**src/xfer_pkg.sv**
```systemverilog
// constants, register map and state codes for the remote memory transfer block
package xfer_pkg;

  // ==========================================
  // widths
  localparam int WORD_W = 16;
  localparam int ADDR_W = 8;
  localparam int DATA_W = 32;
  localparam int PORT_W = 2;
  localparam int NUM_PORTS = 4;
  localparam int TX_W = WORD_W + PORT_W + 1;

  // ==========================================
  // command block word indices (byte address = index * 4)
  localparam int OFS_ERR = 0;
  localparam int OFS_CMD = 1;
  localparam int OFS_CONN = 2;
  localparam int OFS_SRC = 3;
  localparam int OFS_CNT = 4;
  localparam int OFS_DST = 5;
  localparam int OFS_TMO = 6;
  localparam int BLK_WORDS = 16;

  // ==========================================
  // extra registers
  localparam logic [ADDR_W-1:0] REG_CTRL = 8'h40;
  localparam logic [ADDR_W-1:0] REG_STATUS = 8'h44;
  localparam logic [ADDR_W-1:0] REG_PORT_RUN = 8'h48;
  localparam logic [ADDR_W-1:0] REG_CONN_BASE = 8'h4C;
  localparam logic [ADDR_W-1:0] REG_PROGRESS = 8'h5C;
  localparam int CTRL_START_BIT = 0;
  localparam int STAT_BUSY_BIT = 0;
  localparam int STAT_DONE_BIT = 1;
  localparam int STAT_ERR_BIT = 2;
  localparam int RUN_AUTO_LSB = 0;
  localparam int RUN_MADE_LSB = 4;
  localparam logic [WORD_W-1:0] RESET_WORD = 16'h0000;

  // ==========================================
  // command codes and connection numbers
  localparam logic [WORD_W-1:0] CMD_WRITE_REMOTE = 16'h0201;
  localparam logic [WORD_W-1:0] CMD_READ_REMOTE = 16'h0202;
  localparam logic [WORD_W-1:0] CONN_AUTO_FIRST = 16'h4B01;
  localparam logic [WORD_W-1:0] CONN_AUTO_LAST = 16'h4B04;
  localparam logic [WORD_W-1:0] CONN_MADE_FIRST = 16'h4B15;
  localparam logic [WORD_W-1:0] CONN_MADE_LAST = 16'h4B63;
  localparam logic [WORD_W-1:0] MIN_WORDS = 16'h0001;
  localparam logic [WORD_W-1:0] MAX_WORDS = 16'h0100;

  // ==========================================
  // task codes carried on the serial link
  localparam logic [WORD_W-1:0] TC_WRITE_WORD = 16'h00A1;
  localparam logic [WORD_W-1:0] TC_READ_WORD = 16'h00A2;

  // ==========================================
  // error codes written to the command error word
  localparam logic [WORD_W-1:0] ERR_BAD_COMMAND = 16'h0001;
  localparam logic [WORD_W-1:0] ERR_BAD_COUNT = 16'h0002;
  localparam logic [WORD_W-1:0] ERR_BAD_CONN = 16'h0003;
  localparam logic [WORD_W-1:0] ERR_PORT_IDLE = 16'h0004;
  localparam logic [WORD_W-1:0] ERR_REMOTE_NAK = 16'h0005;
  localparam logic [WORD_W-1:0] ERR_TIMEOUT = 16'h0006;

  // ==========================================
  // timing
  localparam longint CLK_HZ = 50000000;
  localparam longint TICK_S = 1;
  localparam longint SEC_CYCLES = CLK_HZ * TICK_S;
  localparam logic [WORD_W-1:0] DEFAULT_TMO_S = 16'h0009;
  localparam logic [WORD_W-1:0] TMO_INF_ABOVE = 16'h03E7;
  localparam int SEC_CNT_W = 32;

  // ==========================================
  // sequencer states
  typedef enum logic [3:0] {
    S_IDLE = 4'b0000,
    S_CHECK = 4'b0001,
    S_LREAD = 4'b0010,
    S_SEND_TC = 4'b0011,
    S_SEND_ADDR = 4'b0100,
    S_SEND_DATA = 4'b0101,
    S_WAIT_RSP = 4'b0110,
    S_LWRITE = 4'b0111,
    S_NEXT = 4'b1000
  } seq_state_t;

endpackage

```
**src/remote_xfer_cmd.sv**
```systemverilog
// remote memory transfer command interpreter with apb registers
//
// Behaviour
// - code 0x0201 writes local memory words into remote memory.
// - code 0x0202 reads remote memory words into local memory.
// - word count 1 to 256; exactly that many words move.
// - timeout field zero means default timeout of nine seconds.
// - timeout above 999 never expires; otherwise timeout in seconds.
// - connections 19201..19204 select auto-started managers on ports 0..3.
// - created connections carry their assigned number, 19221..19299.
// - write: fetch local words, build task-code messages, send on bound port.
// - write: check each response; failure sets error bit and code.
// - read: send requests, check responses, store words at local destination.
// - read errors set error bit and code in command error word.
// - write: offset 3 local source, offset 5 remote destination.
// - read: offset 3 remote source, offset 5 local destination.
// - accept only connections whose manager runs on its one port.
`timescale 1ns/1ps
module remote_xfer_cmd #(
  parameter longint SEC_CYCLES = xfer_pkg::SEC_CYCLES
) (
  input wire logic sys_clk,
  input wire logic reset,
  input wire logic [xfer_pkg::ADDR_W-1:0] paddr,
  input wire logic psel,
  input wire logic penable,
  input wire logic pwrite,
  input wire logic [xfer_pkg::DATA_W-1:0] pwdata,
  output logic [xfer_pkg::DATA_W-1:0] prdata,
  output logic pready,
  output logic pslverr,
  output logic lmem_req,
  output logic lmem_we,
  output logic [xfer_pkg::WORD_W-1:0] lmem_addr,
  output logic [xfer_pkg::WORD_W-1:0] lmem_wdata,
  input wire logic lmem_ack,
  input wire logic [xfer_pkg::WORD_W-1:0] lmem_rdata,
  output logic tx_valid,
  input wire logic tx_ready,
  output logic [xfer_pkg::WORD_W-1:0] tx_data,
  output logic [xfer_pkg::PORT_W-1:0] tx_port,
  output logic tx_last,
  input wire logic rx_valid,
  input wire logic [xfer_pkg::WORD_W-1:0] rx_code,
  input wire logic [xfer_pkg::WORD_W-1:0] rx_data
);
  import xfer_pkg::*;

  // ==========================================
  // apb slave
  logic pready_ff;
  logic pslverr_ff;
  logic [DATA_W-1:0] prdata_ff;
  logic acc;
  logic wr_fire;
  logic [DATA_W-1:0] rd_data;
  logic rd_ok;
  logic [WORD_W-1:0] err_word_ff;
  logic [WORD_W-1:0] blk_ff [1:6];
  logic [NUM_PORTS-1:0] run_auto_ff;
  logic [NUM_PORTS-1:0] run_made_ff;
  logic [WORD_W-1:0] conn_num_ff [0:NUM_PORTS-1];
  logic done_ff;
  logic err_flag_ff;
  logic [WORD_W-1:0] progress_ff;
  seq_state_t state_ff;
  logic start;

  assign acc = psel & penable & ~pready_ff;
  assign wr_fire = psel & penable & pready_ff & pwrite;
  assign start = wr_fire && paddr == REG_CTRL && pwdata[CTRL_START_BIT];
  assign pready = pready_ff;
  assign pslverr = pslverr_ff;
  assign prdata = prdata_ff;

  always_comb begin
    rd_data = '0;
    rd_ok = 1'b1;
    if (paddr[1:0] != 2'b00) begin
      rd_ok = 1'b0;
    end else if (paddr < REG_CTRL) begin
      // reserved words 7..15 read as zero
      case (paddr[5:2])
        4'h0: rd_data[WORD_W-1:0] = err_word_ff;
        4'h1, 4'h2, 4'h3, 4'h4, 4'h5, 4'h6: rd_data[WORD_W-1:0] = blk_ff[paddr[5:2]];
        default: rd_data = '0;
      endcase
    end else if (paddr == REG_CTRL) begin
      rd_data = '0;
    end else if (paddr == REG_STATUS) begin
      rd_data[STAT_BUSY_BIT] = state_ff != S_IDLE;
      rd_data[STAT_DONE_BIT] = done_ff;
      rd_data[STAT_ERR_BIT] = err_flag_ff;
    end else if (paddr == REG_PORT_RUN) begin
      rd_data[RUN_AUTO_LSB +: NUM_PORTS] = run_auto_ff;
      rd_data[RUN_MADE_LSB +: NUM_PORTS] = run_made_ff;
    end else if (paddr >= REG_CONN_BASE && paddr < REG_PROGRESS) begin
      rd_data[WORD_W-1:0] = conn_num_ff[2'(paddr[3:2] - REG_CONN_BASE[3:2])];
    end else if (paddr == REG_PROGRESS) begin
      rd_data[WORD_W-1:0] = progress_ff;
    end else begin
      rd_ok = 1'b0;
    end
  end

  always_ff @(posedge sys_clk) begin
    if (reset) begin
      pready_ff <= 1'b0;
      pslverr_ff <= 1'b0;
      prdata_ff <= '0;
    end else begin
      pready_ff <= acc;
      pslverr_ff <= acc & ~rd_ok;
      prdata_ff <= (acc && !pwrite && rd_ok) ? rd_data : '0;
    end
  end

  // command block words 1..6 and connection table
  always_ff @(posedge sys_clk) begin
    if (reset) begin
      for (int i = 1; i <= 6; i++) begin
        blk_ff[i] <= RESET_WORD;
      end
      for (int p = 0; p < NUM_PORTS; p++) begin
        conn_num_ff[p] <= RESET_WORD;
      end
      run_auto_ff <= '0;
      run_made_ff <= '0;
    end else if (wr_fire && paddr[1:0] == 2'b00) begin
      if (paddr < REG_CTRL && paddr[5:2] >= 4'h1 && paddr[5:2] <= 4'h6) begin
        blk_ff[paddr[5:2]] <= pwdata[WORD_W-1:0];
      end else if (paddr == REG_PORT_RUN) begin
        run_auto_ff <= pwdata[RUN_AUTO_LSB +: NUM_PORTS];
        run_made_ff <= pwdata[RUN_MADE_LSB +: NUM_PORTS];
      end else if (paddr >= REG_CONN_BASE && paddr < REG_PROGRESS) begin
        conn_num_ff[2'(paddr[3:2] - REG_CONN_BASE[3:2])] <= pwdata[WORD_W-1:0];
      end
    end
  end

  // ==========================================
  // command capture and connection lookup
  logic is_write_ff;
  logic [WORD_W-1:0] loc_base_ff;
  logic [WORD_W-1:0] rem_base_ff;
  logic [WORD_W-1:0] count_ff;
  logic [PORT_W-1:0] port_ff;
  logic conn_hit;
  logic [PORT_W-1:0] conn_port;
  logic conn_range;
  logic [WORD_W-1:0] conn;

  assign conn = blk_ff[OFS_CONN];

  always_comb begin
    conn_hit = 1'b0;
    conn_port = '0;
    conn_range = 1'b1;
    if (conn >= CONN_AUTO_FIRST && conn <= CONN_AUTO_LAST) begin
      conn_port = PORT_W'(conn - CONN_AUTO_FIRST);
      conn_hit = run_auto_ff[conn_port];
    end else if (conn >= CONN_MADE_FIRST && conn <= CONN_MADE_LAST) begin
      for (int p = NUM_PORTS - 1; p >= 0; p--) begin
        if (run_made_ff[p] && conn_num_ff[p] == conn) begin
          conn_hit = 1'b1;
          conn_port = PORT_W'(p);
        end
      end
    end else begin
      conn_range = 1'b0;
    end
  end

  // ==========================================
  // timeout in whole seconds
  logic [SEC_CNT_W-1:0] sec_cnt_ff;
  logic [WORD_W-1:0] elapsed_ff;
  logic [WORD_W-1:0] limit_ff;
  logic tmo_inf_ff;
  logic tmo_fire;
  logic sec_tick;

  assign sec_tick = sec_cnt_ff == SEC_CNT_W'(SEC_CYCLES - 1);
  assign tmo_fire = state_ff != S_IDLE && state_ff != S_CHECK && !tmo_inf_ff &&
                    elapsed_ff >= limit_ff;

  always_ff @(posedge sys_clk) begin
    if (reset) begin
      sec_cnt_ff <= '0;
      elapsed_ff <= '0;
      limit_ff <= DEFAULT_TMO_S;
      tmo_inf_ff <= 1'b0;
    end else if (state_ff == S_IDLE) begin
      sec_cnt_ff <= '0;
      elapsed_ff <= '0;
      limit_ff <= (blk_ff[OFS_TMO] == '0) ? DEFAULT_TMO_S : blk_ff[OFS_TMO];
      tmo_inf_ff <= blk_ff[OFS_TMO] > TMO_INF_ABOVE;
    end else begin
      sec_cnt_ff <= sec_tick ? '0 : sec_cnt_ff + 1'b1;
      if (sec_tick && elapsed_ff != '1) begin
        elapsed_ff <= elapsed_ff + 1'b1;
      end
    end
  end

  // ==========================================
  // outgoing message buffer
  logic push_valid;
  logic push_ready;
  logic [WORD_W-1:0] push_word;
  logic push_last;
  logic [TX_W-1:0] tx_bus;

  word_skid_buf #(
    .W(TX_W)
  ) u_tx_buf (
    .sys_clk(sys_clk),
    .reset(reset),
    .in_valid(push_valid),
    .in_ready(push_ready),
    .in_data({push_last, port_ff, push_word}),
    .out_valid(tx_valid),
    .out_ready(tx_ready),
    .out_data(tx_bus)
  );

  assign tx_last = tx_bus[TX_W-1];
  assign tx_port = tx_bus[WORD_W +: PORT_W];
  assign tx_data = tx_bus[WORD_W-1:0];

  // ==========================================
  // transfer sequencer
  logic [WORD_W-1:0] idx_ff;
  logic [WORD_W-1:0] data_ff;
  logic lmem_req_ff;
  logic lmem_we_ff;
  logic [WORD_W-1:0] lmem_addr_ff;
  logic [WORD_W-1:0] lmem_wdata_ff;
  logic fail_ff;
  logic [WORD_W-1:0] fail_code_ff;

  assign lmem_req = lmem_req_ff;
  assign lmem_we = lmem_we_ff;
  assign lmem_addr = lmem_addr_ff;
  assign lmem_wdata = lmem_wdata_ff;

  always_comb begin
    push_valid = 1'b0;
    push_word = '0;
    push_last = 1'b0;
    case (state_ff)
      S_SEND_TC: begin
        push_valid = 1'b1;
        push_word = is_write_ff ? TC_WRITE_WORD : TC_READ_WORD;
      end
      S_SEND_ADDR: begin
        push_valid = 1'b1;
        push_word = rem_base_ff + idx_ff;
        push_last = !is_write_ff;
      end
      S_SEND_DATA: begin
        push_valid = 1'b1;
        push_word = data_ff;
        push_last = 1'b1;
      end
      default: push_valid = 1'b0;
    endcase
  end

  always_ff @(posedge sys_clk) begin
    if (reset) begin
      state_ff <= S_IDLE;
      is_write_ff <= 1'b0;
      loc_base_ff <= '0;
      rem_base_ff <= '0;
      count_ff <= '0;
      port_ff <= '0;
      idx_ff <= '0;
      data_ff <= '0;
      lmem_req_ff <= 1'b0;
      lmem_we_ff <= 1'b0;
      lmem_addr_ff <= '0;
      lmem_wdata_ff <= '0;
      fail_ff <= 1'b0;
      fail_code_ff <= '0;
    end else begin
      fail_ff <= 1'b0;
      if (tmo_fire) begin
        lmem_req_ff <= 1'b0;
        fail_ff <= 1'b1;
        fail_code_ff <= ERR_TIMEOUT;
        state_ff <= S_IDLE;
      end else begin
        case (state_ff)
          S_IDLE: begin
            // a start while busy never reaches here
            if (start) begin
              is_write_ff <= blk_ff[OFS_CMD] == CMD_WRITE_REMOTE;
              // source and destination swap roles with direction
              loc_base_ff <= (blk_ff[OFS_CMD] == CMD_WRITE_REMOTE) ?
                             blk_ff[OFS_SRC] : blk_ff[OFS_DST];
              rem_base_ff <= (blk_ff[OFS_CMD] == CMD_WRITE_REMOTE) ?
                             blk_ff[OFS_DST] : blk_ff[OFS_SRC];
              count_ff <= blk_ff[OFS_CNT];
              idx_ff <= '0;
              state_ff <= S_CHECK;
            end
          end
          S_CHECK: begin
            state_ff <= S_IDLE;
            fail_ff <= 1'b1;
            if (blk_ff[OFS_CMD] != CMD_WRITE_REMOTE && blk_ff[OFS_CMD] != CMD_READ_REMOTE) begin
              fail_code_ff <= ERR_BAD_COMMAND;
            end else if (count_ff < MIN_WORDS || count_ff > MAX_WORDS) begin
              fail_code_ff <= ERR_BAD_COUNT;
            end else if (!conn_range) begin
              fail_code_ff <= ERR_BAD_CONN;
            end else if (!conn_hit) begin
              fail_code_ff <= ERR_PORT_IDLE;
            end else begin
              fail_ff <= 1'b0;
              port_ff <= conn_port;
              if (is_write_ff) begin
                lmem_req_ff <= 1'b1;
                lmem_we_ff <= 1'b0;
                lmem_addr_ff <= loc_base_ff;
                state_ff <= S_LREAD;
              end else begin
                state_ff <= S_SEND_TC;
              end
            end
          end
          S_LREAD: begin
            if (lmem_ack) begin
              lmem_req_ff <= 1'b0;
              data_ff <= lmem_rdata;
              state_ff <= S_SEND_TC;
            end
          end
          S_SEND_TC: begin
            if (push_ready) begin
              state_ff <= S_SEND_ADDR;
            end
          end
          S_SEND_ADDR: begin
            if (push_ready) begin
              state_ff <= is_write_ff ? S_SEND_DATA : S_WAIT_RSP;
            end
          end
          S_SEND_DATA: begin
            if (push_ready) begin
              state_ff <= S_WAIT_RSP;
            end
          end
          S_WAIT_RSP: begin
            if (rx_valid) begin
              if (rx_code != (is_write_ff ? TC_WRITE_WORD : TC_READ_WORD)) begin
                fail_ff <= 1'b1;
                fail_code_ff <= ERR_REMOTE_NAK;
                state_ff <= S_IDLE;
              end else if (is_write_ff) begin
                state_ff <= S_NEXT;
              end else begin
                lmem_req_ff <= 1'b1;
                lmem_we_ff <= 1'b1;
                lmem_addr_ff <= loc_base_ff + idx_ff;
                lmem_wdata_ff <= rx_data;
                state_ff <= S_LWRITE;
              end
            end
          end
          S_LWRITE: begin
            if (lmem_ack) begin
              lmem_req_ff <= 1'b0;
              state_ff <= S_NEXT;
            end
          end
          S_NEXT: begin
            idx_ff <= idx_ff + 1'b1;
            if (idx_ff + 1'b1 == count_ff) begin
              state_ff <= S_IDLE;
            end else if (is_write_ff) begin
              lmem_req_ff <= 1'b1;
              lmem_we_ff <= 1'b0;
              lmem_addr_ff <= loc_base_ff + idx_ff + 1'b1;
              state_ff <= S_LREAD;
            end else begin
              state_ff <= S_SEND_TC;
            end
          end
          default: state_ff <= S_IDLE;
        endcase
      end
    end
  end

  // ==========================================
  // error word, status flags, progress
  always_ff @(posedge sys_clk) begin
    if (reset) begin
      err_word_ff <= RESET_WORD;
    end else if (fail_ff) begin
      err_word_ff <= fail_code_ff;
    end else if (wr_fire && paddr == 8'h00) begin
      err_word_ff <= pwdata[WORD_W-1:0];
    end
  end

  always_ff @(posedge sys_clk) begin
    if (reset) begin
      done_ff <= 1'b0;
      err_flag_ff <= 1'b0;
      progress_ff <= '0;
    end else begin
      if (state_ff == S_IDLE && start) begin
        done_ff <= 1'b0;
        err_flag_ff <= 1'b0;
        progress_ff <= '0;
      end else begin
        if (fail_ff) begin
          err_flag_ff <= 1'b1;
          done_ff <= 1'b1;
        end
        if (state_ff == S_NEXT && !tmo_fire) begin
          progress_ff <= idx_ff + 1'b1;
          if (idx_ff + 1'b1 == count_ff) begin
            done_ff <= 1'b1;
          end
        end
      end
    end
  end
endmodule

```
**src/word_skid_buf.sv**
```systemverilog
// two-entry valid/ready buffer with registered outputs
`timescale 1ns/1ps
module word_skid_buf #(
  parameter int W = 8
) (
  input wire logic sys_clk,
  input wire logic reset,
  input wire logic in_valid,
  output logic in_ready,
  input wire logic [W-1:0] in_data,
  output logic out_valid,
  input wire logic out_ready,
  output logic [W-1:0] out_data
);
  logic out_valid_ff;
  logic [W-1:0] out_data_ff;
  logic skid_valid_ff;
  logic [W-1:0] skid_data_ff;
  logic take_in;
  logic out_free;

  assign in_ready = ~skid_valid_ff;
  assign take_in = in_valid & ~skid_valid_ff;
  assign out_free = ~out_valid_ff | out_ready;
  assign out_valid = out_valid_ff;
  assign out_data = out_data_ff;

  always_ff @(posedge sys_clk) begin
    if (reset) begin
      out_valid_ff <= 1'b0;
      out_data_ff <= '0;
    end else if (out_free) begin
      if (skid_valid_ff) begin
        out_valid_ff <= 1'b1;
        out_data_ff <= skid_data_ff;
      end else begin
        out_valid_ff <= take_in;
        out_data_ff <= in_data;
      end
    end
  end

  // second slot catches a word while the receiver stalls
  always_ff @(posedge sys_clk) begin
    if (reset) begin
      skid_valid_ff <= 1'b0;
      skid_data_ff <= '0;
    end else if (out_free) begin
      if (skid_valid_ff && take_in) begin
        skid_data_ff <= in_data;
      end else begin
        skid_valid_ff <= 1'b0;
      end
    end else if (take_in) begin
      skid_valid_ff <= 1'b1;
      skid_data_ff <= in_data;
    end
  end
endmodule

```
**config.mk**
```make
export PLATFORM = sky130hd
export DESIGN_NAME = remote_xfer_cmd
export DESIGN_NICKNAME = d
export VERILOG_FILES = /design/src/xfer_pkg.sv /design/src/remote_xfer_cmd.sv /design/src/word_skid_buf.sv
export SDC_FILE = /design/constraint.sdc
export NUM_CORES = 1
export LEC_CHECK = 0
export BUFFER_PORTS_ARGS = -buffer_cell sky130_fd_sc_hd__buf_2
export CAP_MARGIN = 20
export CORE_UTILIZATION = 50
export DETAILED_ROUTE_END_ITERATION = 10
export HOLD_SLACK_MARGIN = 0.02
export PLACE_DENSITY_LB_ADDON = 0.3
export REMOVE_ABC_BUFFERS = 1
export SETUP_SLACK_MARGIN = 0.5
export SYNTH_ARGS = -nofsm -noshare
export SYNTH_HDL_FRONTEND = slang
export SYNTH_HIERARCHICAL = 1
export SYNTH_SLANG_ARGS = --single-unit
```
**constraint.sdc**
```tcl
create_clock -name sys_clk -period 5.3 [get_ports sys_clk]
set_input_delay 0.795 -clock sys_clk [delete_from_list [all_inputs] [get_ports sys_clk]]
set_output_delay 0.795 -clock sys_clk [all_outputs]
set_load 0.02 [all_outputs]
```
==> results.md <==
* Min cycle time layout at 3.92 ns
* Hold Worst Slack at 0.446 ns
* Ports at 184
* Worst Path Class, Setup: flip-flop to flip-flop
* CTS Buffer Depth at 3
* Total GRT Usage at 27.5%
* DR DRC count at 0
* Placer congestion estimate at 0.995
* Vias at 19401
* Htree depth at 2
* Endpoints failing setup at 0
* FF+latch count, synth at 482
* Area Overhead vs Synth at 11.4%
* Synth area leader: dfxtp_1
* Vias in the first global route at 18303
* Postcts setup bufs at 0
* Initial core utilization at 50.8%
* Leak Pwr at 10.2 nW
* Final setup skew at 0.0256 ns
* Mapped Area at 0.0249 mm²
* Top post-synthesis cells by area: dfxtp_1 (23%), edfxtp_1 (23%), mux2i_1 (6.0%), and2_1 (4.3%), nor2_1 (4.2%)
* DRT iter0 DRCs at 1859
* Post-DR wirelength/cell at 21.3 µm
* Hold Path Class: primary input to flip-flop
* Hold Vio Cnt, Final at 0
* Worst-Margin Slew at 1.06 ns
* Die W at 225 µm
* Synth Flop Type: dfxtp_1
* Status: complete, no violations
* Drt pass-1 iters at 8
* Layout net count at 2747
* CP dominant cell by count: a21oi_1
* Setup tns final at 0 ns
* Worst Setup End Kind: flip-flop
* Clk pin slew, worst setup/hold paths at 0.06 ns
* Post-DP HPWL at 50500 µm
* Final ANT Viol Nets at 0
* Pwr/cell area at 283 mW/mm²
* Worst Path Max Fanout at 31
* CTS tree: done
* Worst Path Arrival at 4.40 ns
* Critical Path RT at 5.78 ns
* Crit path cell chain: nand4bb_1 > nor4_1 > o2111ai_1 > a21oi_1 > nand2_1 > a21oi_1 > o21ai_1 > nor2_2 > buf_4 > nor2_1 > a211oi_1
* RSZ-0062 raised after global routing: false
* Mean post-synth cell area at 9.90 µm²
* Post-synth cell types at 84
* Post-synth top area share at 23.4%
* Die H at 225 µm
* Commonest cells post-synth: dfxtp_1 (290), nor2_1 (279), edfxtp_1 (192)
* Slew Limit Fails at 0
* Max VDD drop at 0.244 mV
* Clock sinks at 482
* Die ar. at 0.0506 mm²
* Core area at 0.0490 mm²
* Initial antenna violation count at 1
* Layout cells sized above 1 at 12.9%
* Row count at 81
* Non-Filler Instances at 3297
* First-pass GRT wire length at 107000 µm
* DR vias/cell at 5.88
* GR Overflow Total at 0
* # hold bufs at CTS at 0
* Placed insts at 3203
* Cts bufs inserted at 52
* Worst skew pair latency at 0.60 ns
* WL final at 70200 µm
* Mapped Cells at 2510
* Seq/Total Area, Yosys at 46.6%
* Antenna Cells at 0
* Pin count of the biggest net entering global routing at 89
* Max Fclk at 255 MHz
* Most numerous cell in the Yosys netlist: dfxtp_1
* Slowest cell on crit path: edfxtp_1
* Root Driver: clkbuf_16
* Maxcap violations at 0
* PortBufs at 151
* Worst slew margin at 29.2%
* Synth warn at 6
* CP startpoint kind: flip-flop
* Post-CTS Resized at 0
* Slowest cell delay on critical path at 0.59 ns
* Final Cycle Share at 74.0%
* Ys async rst share at 0%
* Number of flops mapped to enable cells by yosys at 192
* Finished Core Util at 56.5%
-- worst max-delay path, delay by kind of cell, from the launching register on --
family / cells / cell delay, ns
DFF: 1 / 0.59
AOI/OAI and AO/OA: 5 / 1.71
and+or+nand+nor: 5 / 1.16
buffers and inverters: 1 / 0.31
-- layer usage --
layer | vias to the layer above | part of all wire [%] | wire length [µm] | global-route usage, %
met5 | - | 0 | 0 | 0
met4 | 0 | 4.6 | 3240 | 12.4
met3 | 158 | 8.5 | 5940 | 4.92
met2 | 875 | 45 | 31300 | 43.1
met1 | 9273 | 42 | 29700 | 37.1
li1 | 9095 | - | - | -
-- metrics by stage --
stage | total power (W) | setup slack (ns) | cell area, µm²
floorplan | 0.00420 | 0.331 | 24200
global placement | 0.00440 | 1.16 | 26000
detailed placement | 0.00441 | 1.08 | 26000
CTS | 0.00789 | 1.50 | 27700
global route | 0.00806 | 1.22 | 27700
finish | 0.00785 | 1.38 | 27700
-- kinds of logic after synthesis --
logic type	after synthesis	share of synthesized area, %
AND/OR/NAND/NOR	956	19.7
multiplexers	194	9.54
adder cells (fa/ha/maj)	58	2.98
AO/OA/AOI/OAI	416	11.2
other	1	0.0151
XOR/XNOR	174	6.13
flip-flops	482	46.6
buffers and inverters	229	3.94
-- power by group --
part	leakage, nW	internal, W	switching (W)	total, W
registers	4.31	0.00391	0.0000546	0.00396
logic	5.07	0.000134	0.000241	0.000375
clock network	0.795	0.00202	0.00149	0.00351
total	10.2	0.00606	0.00179	0.00785
-- flip-flops by register name (all words and copies together) (netlist names), 16 cells and up --
signal / flops
prdata: 16
rem_base_ff: 16
blk_ff: 128
progress_ff: 16
lmem_wdata: 16
limit_ff: 16
lmem_addr: 16
count_ff: 16
err_word_ff: 16
idx_ff: 16
sec_cnt_ff: 32
conn_num_ff: 64
data_ff: 16
u_tx_buf/out_data: 19
loc_base_ff: 16
u_tx_buf/skid_data_ff: 19
elapsed_ff: 16
-- cell type report --
cell class | instances | area, µm²
clock inverter | 16 | 87.6
fill | 4222 | 21300
timing repair buffer | 183 | 1020
clock buffer | 78 | 1550
inverter | 44 | 165
sequential | 482 | 11600
multi-input combinational | 1830 | 12500
tap | 664 | 831
-- placed cells by master (no fill, tap or decap), types with 56 or more instances in the layout --
cell,count
nor2_1,276
clkbuf_16,56
nand2_1,185
mux2i_1,149
edfxtp_1,192
and2_1,170
a21oi_1,135
xor2_1,74
ha_1,56
xnor2_1,100
dfxtp_1,290
a211oi_1,80
buf_2,149
-- worst paths after layout --
kind | startpoint | endpoint | slack, ns | depth (start not counted)
worst max-delay path | blk_ff[2][12] | lmem_addr[6] | 1.38 | 11
worst min-delay path | lmem_rdata[12] | data_ff[12] | 0.45 | 3
worst max register to register | blk_ff[2][12] | lmem_addr[6] | 1.38 | 11
worst min register to register | limit_ff[5] | limit_ff[5] | 0.46 | 2
(Power assumes the default switching activity.)
